<file path="src/include/lmd_params.svh">
// constants of the logic and move datapath
`ifndef LMD_PARAMS_SVH
`define LMD_PARAMS_SVH
`define LMD_DATA_W   32
`define LMD_HALF_W   16
`define LMD_NREG     8
`define LMD_RSEL_W   3
`define LMD_ADDR_W   32
`define LMD_WORD_RST 32'h0000_0000
`define LMD_WORD_ONE 32'h0000_0001
`endif

</file>
<file path="src/include/lmd_pkg.sv">
// types of the logic and move datapath
`include "lmd_params.svh"
package lmd_pkg;
  typedef enum logic [4:0] {
    OP_AND_FULL, OP_OR_FULL, OP_XOR_FULL,
    OP_AND_HALF, OP_OR_HALF, OP_XOR_HALF,
    OP_BOOL_CC, OP_BOOL_REG, OP_BOOL_HALF, OP_BOOL_FLOAT,
    OP_SET_FALSE, OP_SET_TRUE,
    OP_SWAP_REG_MEM_FULL, OP_SWAP_REG_MEM_HALF,
    OP_SWAP_HALVES, OP_SWAP_HALVES_CLEAR_HI, OP_SWAP_HALVES_CLEAR_LO,
    OP_SWAP_BYTES, OP_SWAP_BYTES_CLEAR_HI, OP_SWAP_BYTES_CLEAR_LO,
    OP_STORE_FULL, OP_STORE_HALF, OP_COND_STORE_FULL, OP_COND_STORE_HALF,
    OP_LOAD_FULL, OP_LOAD_HALF, OP_LOAD_HALF_SHIFT_ONE, OP_LOAD_HALF_SHIFT_TWO
  } lmd_op_t;
  typedef enum logic [2:0] {
    REL_LT, REL_LE, REL_EQ, REL_NE, REL_GE, REL_GT
  } lmd_rel_t;
  typedef struct packed {
    lmd_op_t                  op;
    lmd_rel_t                 rel;
    logic [`LMD_RSEL_W-1:0]   rsel;
    logic [`LMD_ADDR_W-1:0]   effective_address;
  } lmd_req_t;
  typedef struct packed {
    logic                     lt;
    logic                     eq;
  } lmd_cc_t;
  typedef struct packed {
    logic                     rd;
    logic                     wr;
    logic                     half;
    logic [`LMD_ADDR_W-1:0]   addr;
    logic [`LMD_DATA_W-1:0]   wdata;
  } lmd_mem_t;
endpackage : lmd_pkg

</file>
<file path="src/core/lmd_core.sv">
// logic, logicize and move datapath with its general registers
`timescale 1ns/1ps
`default_nettype none
`include "lmd_params.svh"
module lmd_core (
  input  wire logic                    ref_clk_in,
  input  wire logic                    resetn_in,
  input  wire logic                    ce_in,
  input  wire logic                    req_valid_in,
  input  wire lmd_pkg::lmd_req_t       req_in,
  output var  logic                    req_ready_out,
  output var  logic                    done_out,
  input  wire lmd_pkg::lmd_cc_t        condition_codes_in,
  input  wire logic [`LMD_DATA_W-1:0]  float_acc_in,
  output var  lmd_pkg::lmd_mem_t       mem_out,
  input  wire logic                    mem_ack_in,
  input  wire logic [`LMD_DATA_W-1:0]  mem_rdata_in,
  input  wire logic [`LMD_RSEL_W-1:0]  view_sel_in,
  output var  logic [`LMD_DATA_W-1:0]  view_data_out
);
  typedef enum logic [2:0] {
    ST_IDLE, ST_READ, ST_EXEC, ST_WRITE, ST_DONE
  } lmd_state_t;

  lmd_state_t               state_reg, state_next;
  lmd_pkg::lmd_req_t        req_reg, req_next;
  lmd_pkg::lmd_mem_t        mem_reg, mem_next;
  logic [`LMD_DATA_W-1:0]   regs_reg [`LMD_NREG];
  logic [`LMD_DATA_W-1:0]   regs_next [`LMD_NREG];
  logic [`LMD_DATA_W-1:0]   opnd_reg, opnd_next;
  logic [`LMD_DATA_W-1:0]   view_reg, view_next;
  logic                     ready_reg, ready_next;
  logic                     done_reg, done_next;

  ////////////////////////////////////////////////////////////////////////////
  // operand views; bit 31 is the msb, so the high half is [31:16]
  logic [`LMD_RSEL_W-1:0]   rsel_nxt;
  logic [`LMD_DATA_W-1:0]   cur_r;
  logic [`LMD_DATA_W-1:0]   nxt_r;
  logic [`LMD_HALF_W-1:0]   r_hi;
  logic [`LMD_HALF_W-1:0]   r_lo;
  logic [`LMD_HALF_W-1:0]   m_half;

  assign rsel_nxt = req_reg.rsel + 3'h1;
  assign cur_r    = regs_reg[req_reg.rsel];
  assign nxt_r    = regs_reg[rsel_nxt];
  assign r_hi     = cur_r[31:16];
  assign r_lo     = cur_r[15:0];
  assign m_half   = opnd_reg[15:0];

  function automatic logic rel_holds(lmd_pkg::lmd_rel_t rel, logic neg, logic zero);
    logic res;
    res = 1'b0;
    unique case (rel)
      lmd_pkg::REL_LT: res = neg;
      lmd_pkg::REL_LE: res = neg | zero;
      lmd_pkg::REL_EQ: res = zero;
      lmd_pkg::REL_NE: res = ~zero;
      lmd_pkg::REL_GE: res = ~neg;
      lmd_pkg::REL_GT: res = ~neg & ~zero;
      default:         res = 1'b0;
    endcase
    return res;
  endfunction : rel_holds

  function automatic logic needs_read(lmd_pkg::lmd_op_t op);
    logic res;
    res = 1'b0;
    unique case (op)
      lmd_pkg::OP_AND_FULL, lmd_pkg::OP_OR_FULL, lmd_pkg::OP_XOR_FULL,
      lmd_pkg::OP_AND_HALF, lmd_pkg::OP_OR_HALF, lmd_pkg::OP_XOR_HALF,
      lmd_pkg::OP_SWAP_REG_MEM_FULL, lmd_pkg::OP_SWAP_REG_MEM_HALF,
      lmd_pkg::OP_COND_STORE_FULL, lmd_pkg::OP_COND_STORE_HALF,
      lmd_pkg::OP_LOAD_FULL, lmd_pkg::OP_LOAD_HALF,
      lmd_pkg::OP_LOAD_HALF_SHIFT_ONE, lmd_pkg::OP_LOAD_HALF_SHIFT_TWO: res = 1'b1;
      default: res = 1'b0;
    endcase
    return res;
  endfunction : needs_read

  function automatic logic is_half(lmd_pkg::lmd_op_t op);
    logic res;
    res = 1'b0;
    unique case (op)
      lmd_pkg::OP_AND_HALF, lmd_pkg::OP_OR_HALF, lmd_pkg::OP_XOR_HALF,
      lmd_pkg::OP_SWAP_REG_MEM_HALF, lmd_pkg::OP_STORE_HALF,
      lmd_pkg::OP_COND_STORE_HALF, lmd_pkg::OP_LOAD_HALF,
      lmd_pkg::OP_LOAD_HALF_SHIFT_ONE, lmd_pkg::OP_LOAD_HALF_SHIFT_TWO: res = 1'b1;
      default: res = 1'b0;
    endcase
    return res;
  endfunction : is_half

  ////////////////////////////////////////////////////////////////////////////
  // execute: register result and memory write for the held request
  // condition codes are only read here, never driven
  logic                     res_we;
  logic [`LMD_DATA_W-1:0]   res_val;
  logic                     mw_en;
  logic [`LMD_DATA_W-1:0]   mw_data;
  logic                     test_ok;

  always_comb begin
    res_we  = 1'b1;
    res_val = cur_r;
    mw_en   = 1'b0;
    mw_data = cur_r;
    test_ok = 1'b0;
    unique case (req_reg.op)
      lmd_pkg::OP_AND_FULL: res_val = cur_r & opnd_reg;
      lmd_pkg::OP_OR_FULL:  res_val = cur_r | opnd_reg;
      lmd_pkg::OP_XOR_FULL: res_val = cur_r ^ opnd_reg;
      lmd_pkg::OP_AND_HALF: res_val = {r_hi & m_half, r_lo};
      lmd_pkg::OP_OR_HALF:  res_val = {r_hi | m_half, r_lo};
      lmd_pkg::OP_XOR_HALF: res_val = {r_hi ^ m_half, r_lo};
      lmd_pkg::OP_BOOL_CC, lmd_pkg::OP_BOOL_REG,
      lmd_pkg::OP_BOOL_HALF, lmd_pkg::OP_BOOL_FLOAT: begin
        unique case (req_reg.op)
          lmd_pkg::OP_BOOL_CC: test_ok = rel_holds(req_reg.rel,
            condition_codes_in.lt, condition_codes_in.eq);
          lmd_pkg::OP_BOOL_REG: test_ok = rel_holds(req_reg.rel,
            cur_r[31], cur_r == `LMD_WORD_RST);
          lmd_pkg::OP_BOOL_HALF: test_ok = rel_holds(req_reg.rel,
            r_hi[15], r_hi == 16'h0000);
          default: test_ok = rel_holds(req_reg.rel,
            float_acc_in[31], float_acc_in == `LMD_WORD_RST);
        endcase
        res_val = test_ok ? `LMD_WORD_ONE : `LMD_WORD_RST;
      end
      lmd_pkg::OP_SET_FALSE: res_val = `LMD_WORD_RST;
      lmd_pkg::OP_SET_TRUE:  res_val = `LMD_WORD_ONE;
      lmd_pkg::OP_SWAP_REG_MEM_FULL: begin
        res_val = opnd_reg;
        mw_en   = 1'b1;
        mw_data = cur_r;
      end
      lmd_pkg::OP_SWAP_REG_MEM_HALF: begin
        res_val = {m_half, r_lo};
        mw_en   = 1'b1;
        mw_data = {16'h0000, r_hi};
      end
      lmd_pkg::OP_SWAP_HALVES:          res_val = {r_lo, r_hi};
      lmd_pkg::OP_SWAP_HALVES_CLEAR_HI: res_val = {16'h0000, r_hi};
      lmd_pkg::OP_SWAP_HALVES_CLEAR_LO: res_val = {r_lo, 16'h0000};
      lmd_pkg::OP_SWAP_BYTES:   res_val = {r_hi[7:0], r_hi[15:8], r_lo};
      lmd_pkg::OP_SWAP_BYTES_CLEAR_HI: res_val = {8'h00, r_hi[15:8], r_lo};
      lmd_pkg::OP_SWAP_BYTES_CLEAR_LO: res_val = {r_hi[7:0], 8'h00, r_lo};
      lmd_pkg::OP_STORE_FULL: begin
        res_we = 1'b0;
        mw_en  = 1'b1;
      end
      lmd_pkg::OP_STORE_HALF: begin
        res_we  = 1'b0;
        mw_en   = 1'b1;
        mw_data = {16'h0000, r_hi};
      end
      lmd_pkg::OP_COND_STORE_FULL: begin
        res_we = 1'b0;
        mw_en  = (nxt_r == opnd_reg);
      end
      lmd_pkg::OP_COND_STORE_HALF: begin
        res_we  = 1'b0;
        mw_en   = (r_lo == m_half);
        mw_data = {16'h0000, r_hi};
      end
      lmd_pkg::OP_LOAD_FULL: res_val = opnd_reg;
      lmd_pkg::OP_LOAD_HALF: res_val = {m_half, r_lo};
      lmd_pkg::OP_LOAD_HALF_SHIFT_ONE: res_val = {m_half[14:0], 1'b0, r_lo};
      lmd_pkg::OP_LOAD_HALF_SHIFT_TWO: res_val = {m_half[13:0], 2'b00, r_lo};
      default: res_we = 1'b0;
    endcase
  end

  ////////////////////////////////////////////////////////////////////////////
  // sequencing; memory request is a level held until the acknowledge
  always_comb begin
    state_next = state_reg;
    req_next   = req_reg;
    mem_next   = mem_reg;
    regs_next  = regs_reg;
    opnd_next  = opnd_reg;
    ready_next = ready_reg;
    done_next  = 1'b0;
    view_next  = regs_reg[view_sel_in];
    unique case (state_reg)
      ST_IDLE: begin
        ready_next = 1'b1;
        if (req_valid_in && ready_reg) begin
          req_next      = req_in;
          ready_next    = 1'b0;
          mem_next.half = is_half(req_in.op);
          mem_next.addr = req_in.effective_address;
          if (needs_read(req_in.op)) begin
            mem_next.rd = 1'b1;
            state_next  = ST_READ;
          end else begin
            state_next = ST_EXEC;
          end
        end
      end
      ST_READ: begin
        if (mem_ack_in) begin
          mem_next.rd = 1'b0;
          opnd_next   = mem_rdata_in;
          state_next  = ST_EXEC;
        end
      end
      ST_EXEC: begin
        if (res_we) begin
          regs_next[req_reg.rsel] = res_val;
        end
        if (mw_en) begin
          mem_next.wr    = 1'b1;
          mem_next.wdata = mw_data;
          state_next     = ST_WRITE;
        end else begin
          state_next = ST_DONE;
        end
      end
      ST_WRITE: begin
        if (mem_ack_in) begin
          mem_next.wr = 1'b0;
          state_next  = ST_DONE;
        end
      end
      ST_DONE: begin
        done_next  = 1'b1;
        ready_next = 1'b1;
        state_next = ST_IDLE;
      end
    endcase
  end

  // registers are cleared by the synchronous reset so a read before any load is defined
  always_ff @(posedge ref_clk_in) begin
    if (!resetn_in) begin
      state_reg <= ST_IDLE;
      req_reg   <= '0;
      mem_reg   <= '0;
      opnd_reg  <= `LMD_WORD_RST;
      view_reg  <= `LMD_WORD_RST;
      ready_reg <= 1'b0;
      done_reg  <= 1'b0;
      for (int i = 0; i < `LMD_NREG; i++) begin
        regs_reg[i] <= `LMD_WORD_RST;
      end
    end else if (ce_in) begin
      state_reg <= state_next;
      req_reg   <= req_next;
      mem_reg   <= mem_next;
      opnd_reg  <= opnd_next;
      view_reg  <= view_next;
      ready_reg <= ready_next;
      done_reg  <= done_next;
      regs_reg  <= regs_next;
    end
  end

  assign req_ready_out = ready_reg;
  assign done_out      = done_reg;
  assign mem_out       = mem_reg;
  assign view_data_out = view_reg;

  logic fire;
  assign fire = ce_in && state_reg == ST_EXEC;
endmodule : lmd_core
`default_nettype wire

</file>
<file path="config.mk">
export PLATFORM = sky130hd
export DESIGN_NAME = lmd_core
export DESIGN_NICKNAME = d
export VERILOG_FILES = /design/src/include/lmd_pkg.sv /design/src/core/lmd_core.sv
export VERILOG_INCLUDE_DIRS = /design/src /design/src/include
export SDC_FILE = /design/constraint.sdc
export NUM_CORES = 1
export LEC_CHECK = 0
export BUFFER_PORTS_ARGS = -buffer_cell sky130_fd_sc_hd__buf_4
export CAP_MARGIN = 20
export CORE_AREA = 2 2 257 259
export CTS_CLUSTER_DIAMETER = 40
export DETAILED_ROUTE_END_ITERATION = 6
export DIE_AREA = 0 0 259 261
export SYNTH_ARGS = -nofsm -noshare
export SYNTH_HDL_FRONTEND = slang
export SYNTH_SLANG_ARGS = --single-unit
</file>
<file path="constraint.sdc">
create_clock -name ref_clk_in -period 4.23 [get_ports ref_clk_in]
set_input_delay 0.846 -clock ref_clk_in [delete_from_list [all_inputs] [get_ports ref_clk_in]]
set_output_delay 0.846 -clock ref_clk_in [all_outputs]
set_load 0.005 [all_outputs]
</file>
Word-level counts from Yosys, hierarchy flattened
Memory sizes are Yosys's and may differ from the RTL's. A register that Yosys moved wholly into a read port is not among the register bits.
Cells that the tools add are included.
{"block": "classes", "addsub": 1, "mul": 0, "div_mod_pow": 0, "magnitude_cmp": 4, "n_eq_ne": 43, "n_shift": 0, "mux": 40, "bitwise": 24, "n_reduce_logical": 26}
{"cell": "$pmux 32 s19", "count": 1}
{"cell": "$bmux 32 s3", "count": 3}
{"cell": "$bwmux 256", "count": 1}
{"cell": "$mux 32", "count": 8}
{"cell": "$demux 32 s3", "count": 1}
{"cell": "$logic_not 32->1", "count": 2}
{"cell": "$eq 5x5->1 const B", "count": 12}
{"cell": "$eq 5x4->1 const B", "count": 8}
{"cell": "$and 32x32->32", "count": 1}
{"cell": "$eq 32x32->1", "count": 1}
{"cell": "$or 32x32->32", "count": 1}
{"cell": "$xor 32x32->32", "count": 1}
{"cell": "$pmux 1 s6", "count": 4}
{"cell": "$reduce_or 24->1", "count": 1}
{"cell": "$eq 5x3->1 const B", "count": 4}
{"cell": "$and 16x16->16", "count": 1}
{"cell": "$eq 16x16->1", "count": 1}
{"cell": "$logic_not 16->1", "count": 1}
{"cell": "$or 16x16->16", "count": 1}
{"cell": "$xor 16x16->16", "count": 1}
{"cell": "$pmux 3 s5", "count": 1}
{"cell": "$eq 3x2->1 const B", "count": 4}
{"cell": "$ge 4x4->1 const B", "count": 3}
{"cell": "$mux 3", "count": 4}
{"cell": "other kinds (27)", "count": 72}
{"block": "word_totals", "reg_bits": 402, "latchBits": 0, "ram_bits": 0, "romBits": 64, "inputBits": 117, "output_inout_bits": 101, "word_cells": 160, "memories": 2}
{"name": "(name not given)", "depth": 32, "width": 1, "read_ports": 1, "rd_ports_with_merged_regs": 1, "write_ports": 0, "line_no": "lmd_core.sv:84", "text": "unique case (op)"}
{"name": "(name not given)", "depth": 32, "width": 1, "read_ports": 1, "rd_ports_with_merged_regs": 0, "write_ports": 0, "line_no": "lmd_core.sv:69", "text": "unique case (op)"}

Depth between registers and ports, before layout
{"block": "logic_depth", "depth_word": 13, "depth_mapped": 20, "depth_no_buf": 14}

Worst setup path after synthesis
OpenSTA, ideal clock, no wires.
{"block": "synth_path", "path_type": "register to register", "start": "reg req_reg[34] in the netlist's numbering", "end": "reg mem_reg, in the netlist mem_out[29]", "setup_time_ps": 72, "arrival_ps": 3970, "required_time_ps": 4158, "path_slack_ps": 188, "path_stages_with_launch": 20, "n_path_buf": 8, "period_less_slack_ps": 4042, "path_cell_list": "dfxtp_1 buf_6 buf_4 buf_4 buf_4 buf_4 buf_4 clkbuf_1 mux2_2 inv_1 ha_1 nor4_1 nand4_1 o41ai_1 a21oi_1 nor2b_1 a41oi_4 nor2_8 buf_6 mux2i_1"}
{"block": "synth_via", "elab_chain_cells": 8, "elab_cells_between_ends": 14, "classes_between": "add/sub: 1; eq/ne: 2; mux: 8; bitwise: 2; reduce/logical: 1"}
{"item": "start: declaration", "line_no": "lmd_core.sv:26", "text": "lmd_pkg::lmd_req_t req_reg, req_next;"}
{"item": "start signal: assignment", "line_no": "lmd_core.sv:249", "text": "req_reg <= req_next;"}
{"item": "$add 3x1->3", "line_no": "lmd_core.sv:44", "text": "assign rsel_nxt = req_reg.rsel + 3'h1;"}
{"item": "$not 3->4 (implied by the code)", "line_no": "lmd_core.sv:46", "text": "assign nxt_r = regs_reg[rsel_nxt];"}
{"item": "$bmux 32 s3", "line_no": "lmd_core.sv:46"}
{"item": "$mux 32 (implied by the code) (2 in a row)", "line_no": "lmd_core.sv:46"}
{"item": "$eq 32x32->1", "line_no": "lmd_core.sv:159", "text": "mw_en = (nxt_r == opnd_reg);"}
{"item": "$pmux 1 s3", "line_no": "lmd_core.sv:109", "text": "unique case (req_reg.op)"}
{"item": "$reduce_and 3->1 (no line)"}
{"item": "end signal: assignment", "line_no": "lmd_core.sv:250", "text": "mem_reg <= mem_next;"}
{"item": "end: declaration", "line_no": "lmd_core.sv:27", "text": "lmd_pkg::lmd_mem_t mem_reg, mem_next;"}
Several ways; a longest one is shown, not always the timed one. The select of a mux whose other input is x is not followed.
A chain may end at the register's enable or synchronous reset.

Worst setup path after layout
{"block": "layout_path", "start": "reg req_reg[32] in the netlist's numbering", "end": "reg mem_reg, in the netlist mem_out[7]"}
The elaborated chain is that of the path after synthesis.

==> results.yml <==
outcome:
  status: "finished clean"
placement:
  port_buffers: 217
  dpl_cell_area_um2: 27600
  place_congestion: 1.03
  dp_hpwl_um: 75100
final_layout:
  fin_area_um2: 29900
  drive_gt1_share_pct: 23.5
  largest_register_ffs: 256
  fin_util_pct: 46.0
  nNetsFinal: 3221
  syn_to_final_growth_pct: 22.7
  n_antenna_cell: 0
route:
  drc: 0
  drtIter0Drc: 3007
  wl_um: 104000
  wire_per_inst_um: 26.4
  vias: 24000
  first_pass_iters: 6
  post_drt_via_cell_ratio: 6.13
  drtAntennaViolNets: 0
power_and_ir_drop:
  total_power_mw: 10.2
  p_sw_share_pct: 25.7
  p_comb_share_pct: 9.2
  p_leak_nw: 10.7
  pwr-share-seq_pct: 38.4
  max-vdd-ir-drop_v: 0.000287
  power_density_nw_per_um2: 341
  p_int_mw: 7.57
  switchingPower_mw: 2.62
  p_clk_share_pct: 52.4
timing:
  worstMarginPinSlew_ns: 1.18
  fin_hold_ws_ns: 0.455
  rsz0062_at_grt: "false"
  skew_ns: 0.0233
  min_period_ns: 4.01
  slew_headroom_pct: 21.0
  setup_viol: 0
  final.setup.tns_ns: 0
  hold_viol: 0
  period_share_pct: 94.7
  timing.fmax_mhz: 250
  maxSlewViolCount: 0
setup_path:
  cpMostUsedCell: "buf_4"
  reg2reg_to: "mem_out[7]$_SDFFE_PN0P_"
  critPathRequiredTime_ns: 4.70
  path_cells: "ha_2, xor2_4, buf_12, mux2i_1, xnor2_1, nor3_1, nand4_1, a2111oi_4, buf_4, a41oi_4, buf_4, o21ai_0, a21oi_1"
  critPathBufInv: 3
  rr_startpoint: "req_reg[32]$_SDFFE_PN0P_"
  start_kind: "flip-flop"
  rrSetupSlack_ns: 0.22
  cp.arrival_ns: 4.48
  slowest_stage: "nor3_1"
  cp_max_fo: 24
  max_stage_delay_ns: 0.48
  end_kind: "flip-flop"
  crit_type: "reg2reg"
  crit_family: "compound AO/OA/AOI/OAI gates"
  reg2regPathDepth: 13
  cp.depth: 13
yosys:
  synth_cell_type_count: 77
  synth.largest_area_cell: "dfxtp_1"
  avgSynthCellArea_um2: 8.74
  synth_flop_cell: "dfxtp_1"
  yosys_warnings: 0
  ys_seq_area_share_pct: 33.1
  synth_cells: 2792
  netlist_area_um2: 24400
  ys_ff_latch: 403
  synth_edf_count: 0
  synth_fp_nets: 3006
  synth_area_leaders: "dfxtp_1 (33%), mux4_2 (15%), nand2_1 (8.4%), a21oi_1 (5.5%), ha_1 (5.0%)"
  yosysTopAreaCellShare_pct: 33.1
  synthArstFlopShare_pct: 0
floorplan:
  coreArea_um2: 65000
  ios: 218
  die_w_um: 259
  dieArea_um2: 67600
  initial_core_util_pct: 37.5
  rows: 94
  die_h_um: 261
min_path:
  min_to: "mem_out[63]$_SDFFE_PN0P_"
  whs_path_depth: 2
  min_from: "mem_out[63]$_SDFFE_PN0P_"
  min_path_type: "reg2reg"
job:
  maxCapViolCount: 0
cts:
  clkTransAtPathRegs_ns: 0.06
  numCtsBuffers: 60
  ctsRootBufferMaster: "clkbuf_16"
  tritoncts: "built"
  ctsHtreeMaxLevel: 2
  clk_latency_ns: 0.64
  clk_path_buf_depth: 3
  cts.sinks: 403
global_route:
  grt_pass1_wl_um: 152000
  grt_max_degree: 187
  grt_overflow: 0
  grt_use_total_pct: 29.9
  antenna_found_initial: 1
  grt_pass1_vias: 22800
## placed cells by master (no fill, tap or decap), types with 33 or more instances in the layout
cell type / n
nand2_1: 543
dfxtp_1: 400
buf_4: 371
a21oi_1: 270
nor2_1: 244
mux4_2: 165
a211oi_1: 143
ha_1: 96
mux2i_1: 81
inv_1: 70
o21ai_0: 70
clkbuf_16: 63
a221oi_1: 45
nor3_1: 44
xnor2_1: 44
nand3_1: 42
a22oi_1: 33
## metal layers
layer  global-route usage, %  routed length [um]  vias up
met5                       0                  13        -
met2                    45.9               45900     1395
li1                        -                   -    10600
met1                    40.8               42600    11700
met3                    5.93               10300      285
met4                    13.6                4980        2
## kinds of logic after synthesis
logic type / Yosys count / share of synthesized area [%]
xor+xnor: 49 / 1.82
buf+inv: 309 / 5.25
flops: 403 / 33.1
mux: 267 / 19.5
simple gates: 992 / 17.2
compound gates: 675 / 18.2
fa+ha+maj: 97 / 4.98
## worst register-to-register path: stages, from the launching register on
cell	delay (ns)
dfxtp_4	0.47
ha_2	0.30
xor2_4	0.25
buf_12	0.26
mux2i_1	0.44
xnor2_1	0.14
nor3_1	0.48
nand4_1	0.24
a2111oi_4	0.36
buf_4	0.21
a41oi_4	0.18
buf_4	0.27
o21ai_0	0.17
a21oi_1	0.09
## through the flow
| step | instances | setup slack, ns |
|---|---|---|
| detailed placement | 3804 | 0.172 |
| global route | 3922 | 0.0163 |
| global placement | 3804 | 0.236 |
| finish | 3922 | 0.225 |
| CTS | 3917 | 0.130 |
| floorplan | 2792 | 0.188 |
## worst max path at each step
stage,end,startpoint,slack (ns)
final,mem_out[7]$_SDFFE_PN0P_,req_reg[32]$_SDFFE_PN0P_,0.22
after global placement,mem_out[9]$_SDFFE_PN0P_,req_reg[32]$_SDFFE_PN0P_,0.24
after detailed placement,regs_reg[192]$_SDFFE_PN0P_,req_reg[34]$_SDFFE_PN0P_,0.17
after global routing,mem_out[1]$_SDFFE_PN0P_,req_reg[32]$_SDFFE_PN0P_,0.02
after CTS,mem_out[1]$_SDFFE_PN0P_,req_reg[32]$_SDFFE_PN0P_,0.13
after floorplan,mem_out[29]$_SDFFE_PN0P_,req_reg[34]$_SDFFE_PN0P_,0.19
## final cells by class
| class | count | area, um2 |
|---|---|---|
| well taps | 864 | 1080 |
| flip-flops and latches | 403 | 8080 |
| clock inverters | 38 | 494 |
| fillers | 6118 | 35100 |
| repair buffers | 389 | 3160 |
| multi-input cells | 2080 | 15100 |
| clock buffers | 75 | 1690 |
| inverters | 73 | 282 |
## synth_stat cells, drive strengths merged, types with 46 or more instances
cell	count
dfxtp	403
a211oi	143
mux4	165
o21ai	72
nor2	252
mux2i	82
nor3	47
buf	57
nand2	543
inv	72
ha	97
a221oi	46
clkbuf	179
a21oi	270
## power groups by stage
stage	registers [mW]	clock network, mW	logic, mW
final	3.91	5.34	0.939
after global routing	3.91	5.58	0.992
after CTS	3.91	5.41	0.913
after detailed placement	3.99	0	0.910
after global placement	3.99	0	0.897
after floorplan	3.96	0	0.521
## repair_timing
item / 4_1_cts / 5_1_grt
hold endpoints to repair: 0 / 0
buffers inserted: 0 / 3
hold buffers: 0 / 0
resized for setup: 0 / 3
setup endpoints to repair: 0 / 40
Power figures use the tool's default switching activity.
